[config.mk]
export PLATFORM = sky130hd
export DESIGN_NAME = gspc_pin_config
export DESIGN_NICKNAME = d
export VERILOG_FILES = /design/src/core/gspc_pin_config.v /design/src/core/gspc_sync_ctrl.v
export VERILOG_INCLUDE_DIRS = /design/src /design/src/core
export SDC_FILE = /design/constraint.sdc
export NUM_CORES = 1
export LEC_CHECK = 0
export BUFFER_PORTS_ARGS = -buffer_cell sky130_fd_sc_hd__buf_2
export CAP_MARGIN = 25
export CORE_ASPECT_RATIO = 0.9
export CORE_MARGIN = 2
export CORE_UTILIZATION = 44
export DETAILED_ROUTE_END_ITERATION = 8
export PLACE_DENSITY = 0.81
export SYNTH_ARGS = -nofsm -noshare
export SYNTH_HDL_FRONTEND = slang
export SYNTH_SLANG_ARGS = --single-unit
[constraint.sdc]
create_clock -name CLOCK_I -period 3 [get_ports CLOCK_I]
set_clock_uncertainty 0.15 [all_clocks]
set_input_delay 0.6 -clock CLOCK_I [delete_from_list [all_inputs] [get_ports CLOCK_I]]
set_output_delay 0.6 -clock CLOCK_I [all_outputs]
set_load 0.1 [all_outputs]
[src/core/gspc_defines.vh]
/*
 pin function configuration block: offsets, field positions, reset
 values and mode codes as macros.
 assumes: included by bare name from the core design files.
*/
`ifndef GSPC_DEFINES_VH
`define GSPC_DEFINES_VH

`define GSPC_ADDR_W          6
`define GSPC_REG_ADDR        6'h06
`define GSPC_REG_RESET       16'h0800
`define GSPC_REG_RW_MASK     16'h3fc0
`define GSPC_BIT_OUT_EN      13
`define GSPC_BIT_OPEN_WIRE_DETECT_ENABLE       12
`define GSPC_BIT_SYNC_EN     11
`define GSPC_ERR_MODE_HI     10
`define GSPC_ERR_MODE_LO     9
`define GSPC_BIT_ERROR_PIN_DATA     8
`define GSPC_BIT_GP1         7
`define GSPC_BIT_GP0         6
`define GSPC_ERR_OFF         2'h0
`define GSPC_ERR_IN          2'h1
`define GSPC_ERR_OD          2'h2
`define GSPC_ERR_GPO         2'h3

`endif

[src/core/gspc_pin_config.v]
/*
 pin function configuration register with general outputs, open-wire
 enable, sync control and error pin modes.
 assumes: host register port gives one-cycle read/write strobes with a
 6-bit address; error pin wire is resolved outside from data/enable.
*/
`timescale 1ns/1ps
`default_nettype none
`include "gspc_defines.vh"

// Contract
// - general outputs driven only when enabled
// - open-wire detection only when enabled
// - low sync holds modulator in reset
// - alt mode: low sync stalls next conversion
// - alt mode needs several enabled channels
// - rising sync starts held conversion
// - error mode field decoded, 00 off
// - mode 01: inverted pin ORed into error
// - mode 10: open-drain active-low error output
// - mode 11: pin is general output, pull-up
// - output mode drives error data bit
// - input mode reads pin into data bit
// - bit 7 drives general output one
// - bit 6 drives general output zero
module gspc_pin_config (
  // clock and reset
  input  wire        CLOCK_I,
  input  wire        RESET_N_I,
  // register port
  input  wire        REG_WR_I,
  input  wire        REG_RD_I,
  input  wire [5:0]  REG_ADDR_I,
  input  wire [15:0] REG_WDATA_I,
  output reg  [15:0] REG_RDATA_O,
  output reg         REG_RVALID_O,
  // configuration from other registers and sequencer
  input  wire        ALTERNATIVE_SYNC_SELECT_SELECT_I,
  input  wire        MULTI_CHAN_I,
  input  wire        SWITCH_DUE_I,
  input  wire        INT_ERROR_I,
  input  wire        STATUS_ERRORS_I,
  // sync pin
  input  wire        SYNC_N_I,
  // error pin (four signals)
  input  wire        ERROR_PIN_I,
  output reg         ERROR_PIN_O,
  output reg         ERROR_PIN_OE_O,
  output reg         ERROR_PULLUP_O,
  // general outputs
  output reg         GENERAL_OUTPUT_ZERO_O,
  output reg         GENERAL_OUTPUT_ONE_O,
  output reg         GENERAL_OUTPUT_EN_O,
  // to converter core
  output reg         OPEN_WIRE_DETECT_EN_O,
  output reg         ADC_ERROR_O,
  output wire        MOD_RESET_O,
  output wire        CONV_START_O,
  output wire        CONV_HOLD_O
);

  // ----------------------------------------
  // decode helpers
  // ----------------------------------------
  function is_mode;
    input [1:0] field;
    input [1:0] code;
    begin
      is_mode = (field == code);
    end
  endfunction

  // ----------------------------------------
  // state
  // ----------------------------------------
  // cfg_q keeps only the writable bits; reserved
  // positions are forced to zero on every write
  reg  [15:0] cfg_q;
  reg         err_pin_q;
  wire [1:0]  err_mode;
  wire        hit;
  wire [15:0] rd_view;

  assign err_mode = cfg_q[`GSPC_ERR_MODE_HI:`GSPC_ERR_MODE_LO];
  assign hit      = (REG_ADDR_I == `GSPC_REG_ADDR);

  // ----------------------------------------
  // register
  // ----------------------------------------
  always @(posedge CLOCK_I) begin
    if (!RESET_N_I) begin
      cfg_q     <= `GSPC_REG_RESET;
      // idle level of the pulled-up pin; a zero here
      // would flag no error, since reset loads error mode 00
      err_pin_q <= 1'b1;
    end else begin
      // sampled every cycle; pin is synchronous
      err_pin_q <= ERROR_PIN_I;
      if (REG_WR_I && hit) begin
        cfg_q <= REG_WDATA_I & `GSPC_REG_RW_MASK;
      end
    end
  end

  // ----------------------------------------
  // read path
  // ----------------------------------------
  // pin level in input mode
  assign rd_view = is_mode(err_mode, `GSPC_ERR_IN) ?
                   {cfg_q[15:9], err_pin_q, cfg_q[7:0]} : cfg_q;

  always @(posedge CLOCK_I) begin
    if (!RESET_N_I) begin
      REG_RDATA_O  <= 16'h0000;
      REG_RVALID_O <= 1'b0;
    end else begin
      REG_RVALID_O <= REG_RD_I;
      // unmapped addresses read zero
      REG_RDATA_O  <= (REG_RD_I && hit) ? rd_view : 16'h0000;
    end
  end

  // ----------------------------------------
  // pin drivers
  // ----------------------------------------
  always @(posedge CLOCK_I) begin
    if (!RESET_N_I) begin
      GENERAL_OUTPUT_ZERO_O <= 1'b0;
      GENERAL_OUTPUT_ONE_O  <= 1'b0;
      GENERAL_OUTPUT_EN_O   <= 1'b0;
      OPEN_WIRE_DETECT_EN_O <= 1'b0;
      ERROR_PIN_O           <= 1'b0;
      ERROR_PIN_OE_O        <= 1'b0;
      ERROR_PULLUP_O        <= 1'b0;
      ADC_ERROR_O           <= 1'b0;
    end else begin
      GENERAL_OUTPUT_EN_O   <= cfg_q[`GSPC_BIT_OUT_EN];
      GENERAL_OUTPUT_ZERO_O <= cfg_q[`GSPC_BIT_OUT_EN] & cfg_q[`GSPC_BIT_GP0];
      GENERAL_OUTPUT_ONE_O  <= cfg_q[`GSPC_BIT_OUT_EN] & cfg_q[`GSPC_BIT_GP1];
      OPEN_WIRE_DETECT_EN_O <= cfg_q[`GSPC_BIT_OPEN_WIRE_DETECT_ENABLE];
      // two-cycle lag from the pin: one sample stage,
      // one output stage, both plain flops
      // pin low adds error
      ADC_ERROR_O <= INT_ERROR_I |
                     (is_mode(err_mode, `GSPC_ERR_IN) & ~err_pin_q);
      case (err_mode)
        `GSPC_ERR_OD: begin
          // pull low on any error; never drive high
          ERROR_PIN_O    <= 1'b0;
          ERROR_PIN_OE_O <= STATUS_ERRORS_I;
          ERROR_PULLUP_O <= 1'b0;
        end
        `GSPC_ERR_GPO: begin
          ERROR_PIN_O    <= cfg_q[`GSPC_BIT_ERROR_PIN_DATA];
          ERROR_PIN_OE_O <= 1'b1;
          ERROR_PULLUP_O <= 1'b1;
        end
        default: begin
          ERROR_PIN_O    <= 1'b0;
          ERROR_PIN_OE_O <= 1'b0;
          ERROR_PULLUP_O <= 1'b0;
        end
      endcase
    end
  end

  // ----------------------------------------
  // sync handling
  // ----------------------------------------
  // sync pin goes straight in; it is taken as
  // synchronous, so no extra stage is added here
  gspc_sync_ctrl u_sync (
    .clk_i        (CLOCK_I),
    .rst_n_i      (RESET_N_I),
    .sync_en_i    (cfg_q[`GSPC_BIT_SYNC_EN]),
    .alternative_sync_select_i   (ALTERNATIVE_SYNC_SELECT_SELECT_I),
    .multi_chan_i (MULTI_CHAN_I),
    .sync_n_i     (SYNC_N_I),
    .switch_due_i (SWITCH_DUE_I),
    .mod_reset_o  (MOD_RESET_O),
    .conv_start_o (CONV_START_O),
    .conv_hold_o  (CONV_HOLD_O)
  );

endmodule

`default_nettype wire

[src/core/gspc_sync_ctrl.v]
/*
 sync pin handling: plain hold-in-reset mode and the alternative mode that
 only stalls the start of a conversion at a channel switch.
 assumes: sync pin and sequencer strobes synchronous to the clock.
*/
`timescale 1ns/1ps
`default_nettype none

module gspc_sync_ctrl (
  // clock and reset
  input  wire       clk_i,
  input  wire       rst_n_i,
  // configuration
  input  wire       sync_en_i,
  input  wire       alternative_sync_select_i,
  input  wire       multi_chan_i,
  // pin and sequencer
  input  wire       sync_n_i,
  input  wire       switch_due_i,
  // results
  output reg        mod_reset_o,
  output reg        conv_start_o,
  output reg        conv_hold_o
);

  reg  hold_q;
  reg  hold_d;
  wire alt_active;
  wire start_d;

  assign alt_active = sync_en_i & alternative_sync_select_i & multi_chan_i;

  always @* begin
    hold_d = hold_q;
    if (!alt_active) begin
      hold_d = 1'b0;
    end else if (hold_q && sync_n_i) begin
      hold_d = 1'b0;
    end else if (switch_due_i && !sync_n_i) begin
      hold_d = 1'b1;
    end
  end

  assign start_d = alt_active ? ((hold_q & sync_n_i) | (switch_due_i & sync_n_i))
                              : (switch_due_i & ~(sync_en_i & ~sync_n_i));

  always @(posedge clk_i) begin
    if (!rst_n_i) begin
      hold_q       <= 1'b0;
      mod_reset_o  <= 1'b0;
      conv_start_o <= 1'b0;
      conv_hold_o  <= 1'b0;
    end else begin
      hold_q       <= hold_d;
      mod_reset_o  <= sync_en_i & ~alt_active & ~sync_n_i;
      conv_start_o <= start_d;
      conv_hold_o  <= hold_d;
    end
  end

endmodule

`default_nettype wire

==> metrics list <==
- Cell-by-cell trace of the critical path: buf_2
- Counting the fill cells in the layout gives 217.
* Clock insertion delay at the later pin of the skew report: 0.31 ns
- The first global-routing pass estimated 2.794 mm of wire.
* Number of instances on the worst hold path: 2
* Data required time of the critical path: 2.25 ns
- In this run, distinct cell masters in the synthesized netlist total 23.
- Overall fraction of global-route tracks in use: 0.1481
- Number of iterations in the first detailed-routing pass: 6
- Vias in the first global route: 687
- Hold Vio Cnt, Final: 0
- For the finished layout, the period the worst path requires is 1.855 ns.
- Count of inserted antenna diode cells: 0
* Nature of the critical path endpoint: primary output
- Post-CTS clock slew at the launch and capture registers of the worst setup and hold paths: 0.09 ns
- Area growth from synthesis to layout: 24.66%
* Final cell area excluding filler cells: 0.001265 mm2
- After routing, the total negative slack on setup checks comes to 0 ns.
* Placement Cell Area: 0.001214 mm2
* Post-CTS Setup Inserts: 0
* CTS tree: yes
* IR Drop Worst-Case VDD: 300.8 uV
* TritonCTS Sinks: 29
* Cell Count Post-Placement: 165
* Starting utilization of the core area: 0.4650
- The detail route stage leaves a number of antenna-violating nets equal to 0.
- For this run, the post-layout net count is 178.
* Final critical-path setup slack: 1.145 ns
- Largest net degree at the start of global routing: 25
- Worst-case register-to-register setup slack: 1.86 ns
- In this run the number of cells on the critical path is 1.
* Pre-CTS worst setup slack: 1.071 ns
- The largest total area in the synthesized netlist belongs to sky130_fd_sc_hd__dfxtp_1.
- The critical path is of the register to primary output type.
* DRT Wirelength: 1.823 mm
- For this run, design rule violations remaining after detail routing come to 0.
- Cell with the largest stage delay on the worst path: sky130_fd_sc_hd__buf_2
- Number of H-tree levels: 2
- Area of combinational cells with multiple inputs: 367.9 um2
* FF+latch count, synth: 29
- Setup repair after global routing left no endpoint under its margin.
- In this run the clock root is driven by a sky130_fd_sc_hd__clkbuf_4.
* Total CTS buffers: 5
* Cells resized by post-CTS repair: 0
* Antenna violations before repair: 0
- Of the post-synthesis cell area, the dominant cell type holds 0.5721.
- The die is 54.62 um wide.
- Die boundary height: 49.56 um
- Cts hold-fix bufs: 0
* Largest cells by area after synthesis: sky130_fd_sc_hd__dfxtp_1, sky130_fd_sc_hd__mux2i_1, sky130_fd_sc_hd__buf_4
- Data arrival time at the worst-slack endpoint: 1.10 ns
- Type of the most critical hold path: register to register
* Overall via count from detail_route: 792
* Die area: 0.002707 mm2
* Final non-filler cell total: 173
- In this run, the number of DRC markers left after iteration 0 of detailed routing was 11.
- Max-cap violations: 0
- The run finished with clean final reports.
* Period utilization: 0.6182
- Stage delay of the slowest cell on the critical path: 0.43 ns
- Row count: 16
- Critical Path Fanout Max: 3
* Final Wtd Congestion: 0.6953
* Number of vias per cell after detailed routing: 4.578
- Part of the Yosys area used for sequential elements: 0.5721
* Cells on worst reg2reg path: 3
- The total overflow left after global routing is 0.
* Leakage component of the power: 0.6557 nW
- The sequential cells in the finished layout cover a total of 580.6 um2.
* PD cells: 555.4 mW/mm2
* CP startpoint kind: register
- Final Power: 702.6 uW
- Wire length per cell after detailed routing: 10.54 um
- Max Clk Rate: 539.2 MHz
- Count of buffers inserted at the top-level ports: 44
- Core region area: 0.002182 mm2
* Final slew viol count: 0
* Layout cells sized above 1: 0.3562
- Detail Placement HPWL: 1.382 mm
- Setup violations remaining at the end of the flow were counted as 0.
- In this run the deepest clock path goes through 2 buffers.
* Synthesized instance count: 98
- Counting both buffers and inverters, the worst setup path holds a total of 1.
- Top delay family on crit path: buffers and inverters
- The mapped netlist covers 0.001015 mm2.
- Syn. warnings: 0
- Synthesized area per cell: 10.35 um2
* Count of pins on the block boundary: 61
[layer usage]
| metal | global-route usage | vias up | routed length [um] |
|---|---|---|---|
| met5 | 0 | - | 0 |
| met2 | 0.2282 | 37 | 894 |
| li1 | - | 394 | - |
| met4 | 0.1000 | 0 | 37 |
| met1 | 0.1562 | 357 | 735 |
| met3 | 0.06667 | 4 | 155 |
[where the power goes]
group / switching (mW) / total, mW / internal (mW)
combinational: 0.0799 / 0.0984 / 0.0184
sequential: 0.00133 / 0.390 / 0.389
clock: 0.125 / 0.214 / 0.0890
[through the flow]
stage	util	hold WS, ns
2_1_floorplan	-	0.2686
3_3_place_gp	0.5562	0.2834
3_5_place_dp	0.5562	0.2965
4_1_cts	0.5797	0.3058
5_1_grt	0.5797	0.3039
6_report	0.5797	0.3029
[layout by cell type, fill, tap and decap left out, types with 2 or more instances in the layout]
cell type	count
sky130_fd_sc_hd__buf_2	44
sky130_fd_sc_hd__dfxtp_1	29
sky130_fd_sc_hd__nand2_1	14
sky130_fd_sc_hd__and2_1	9
sky130_fd_sc_hd__mux2i_1	8
sky130_fd_sc_hd__conb_1	8
sky130_fd_sc_hd__and3_1	5
sky130_fd_sc_hd__clkbuf_4	5
sky130_fd_sc_hd__nor2_1	4
sky130_fd_sc_hd__nor2b_1	3
sky130_fd_sc_hd__inv_1	3
sky130_fd_sc_hd__clkinv_2	2
[sequential cells by signal (all words and copies together), names as in the netlist]
register	flops
cfg_q	8
err_pin_q	1
ADC_ERROR_O	1
ERROR_PIN_OE_O	1
u_sync.mod_reset_o	1
GENERAL_OUTPUT_ONE_O	1
u_sync.conv_start_o	1
REG_RDATA_O	8
u_sync.conv_hold_o	1
ERROR_PIN_O	1
GENERAL_OUTPUT_ZERO_O	1
REG_RVALID_O	1
ERROR_PULLUP_O	1
OPEN_WIRE_DETECT_EN_O	1
GENERAL_OUTPUT_EN_O	1
[cell families (layout without fill, tap and decap cells)]
| family | Yosys count | count (layout) | share of synthesized area |
|---|---|---|---|
| other | 1 | 8 | 0.003696 |
| multiplexers | 8 | 8 | 0.07892 |
| AO/OA/AOI/OAI | 4 | 4 | 0.02713 |
| buffers and inverters | 14 | 55 | 0.09125 |
| AND/OR/NAND/NOR | 42 | 42 | 0.2269 |
| flip-flops | 29 | 29 | 0.5721 |
[synthesized netlist by cell type (all sizes together)]
master,number
buf,11
nand3,1
nand4,1
inv,3
nor4b,1
nor2,4
a21boi,1
nor4bb,1
dfxtp,29
o211ai,1
o21a,1
and2,9
and3,6
nor2b,3
nand2b,1
o21ai,1
and4bb,1
nand2,14
mux2i,8
conb,1
[area by class of cell]
| cell class | instances | share of cell area |
|---|---|---|
| Clock buffer | 6 | 0.03264 |
| Clock inverter | 2 | 0.007913 |
| Inverter | 3 | 0.008902 |
| Multi-Input combinational cell | 62 | 0.2908 |
| Sequential cell | 29 | 0.4590 |
| Tap cell | 27 | 0.02671 |
| Timing Repair Buffer | 44 | 0.1741 |
[worst min-delay path, cell delays in order, from the launching register on]
cell                      delay (ns)
sky130_fd_sc_hd__dfxtp_1        0.31
sky130_fd_sc_hd__nand2_1        0.07
sky130_fd_sc_hd__inv_1          0.04
[final timing paths]
check / endpoint / start
setup / recovery: CONV_HOLD_O / u_sync.conv_hold_o$_SDFFE_PP0P_
hold reg to reg: OPEN_WIRE_DETECT_EN_O$_SDFF_PN0_ / cfg_q[12]$_SDFFE_PN0P_
setup reg to reg: REG_RDATA_O[8]$_SDFF_PN0_ / cfg_q[9]$_SDFFE_PN0P_
hold / removal: OPEN_WIRE_DETECT_EN_O$_SDFF_PN0_ / cfg_q[12]$_SDFFE_PN0P_
(Power assumes the default switching activity.)
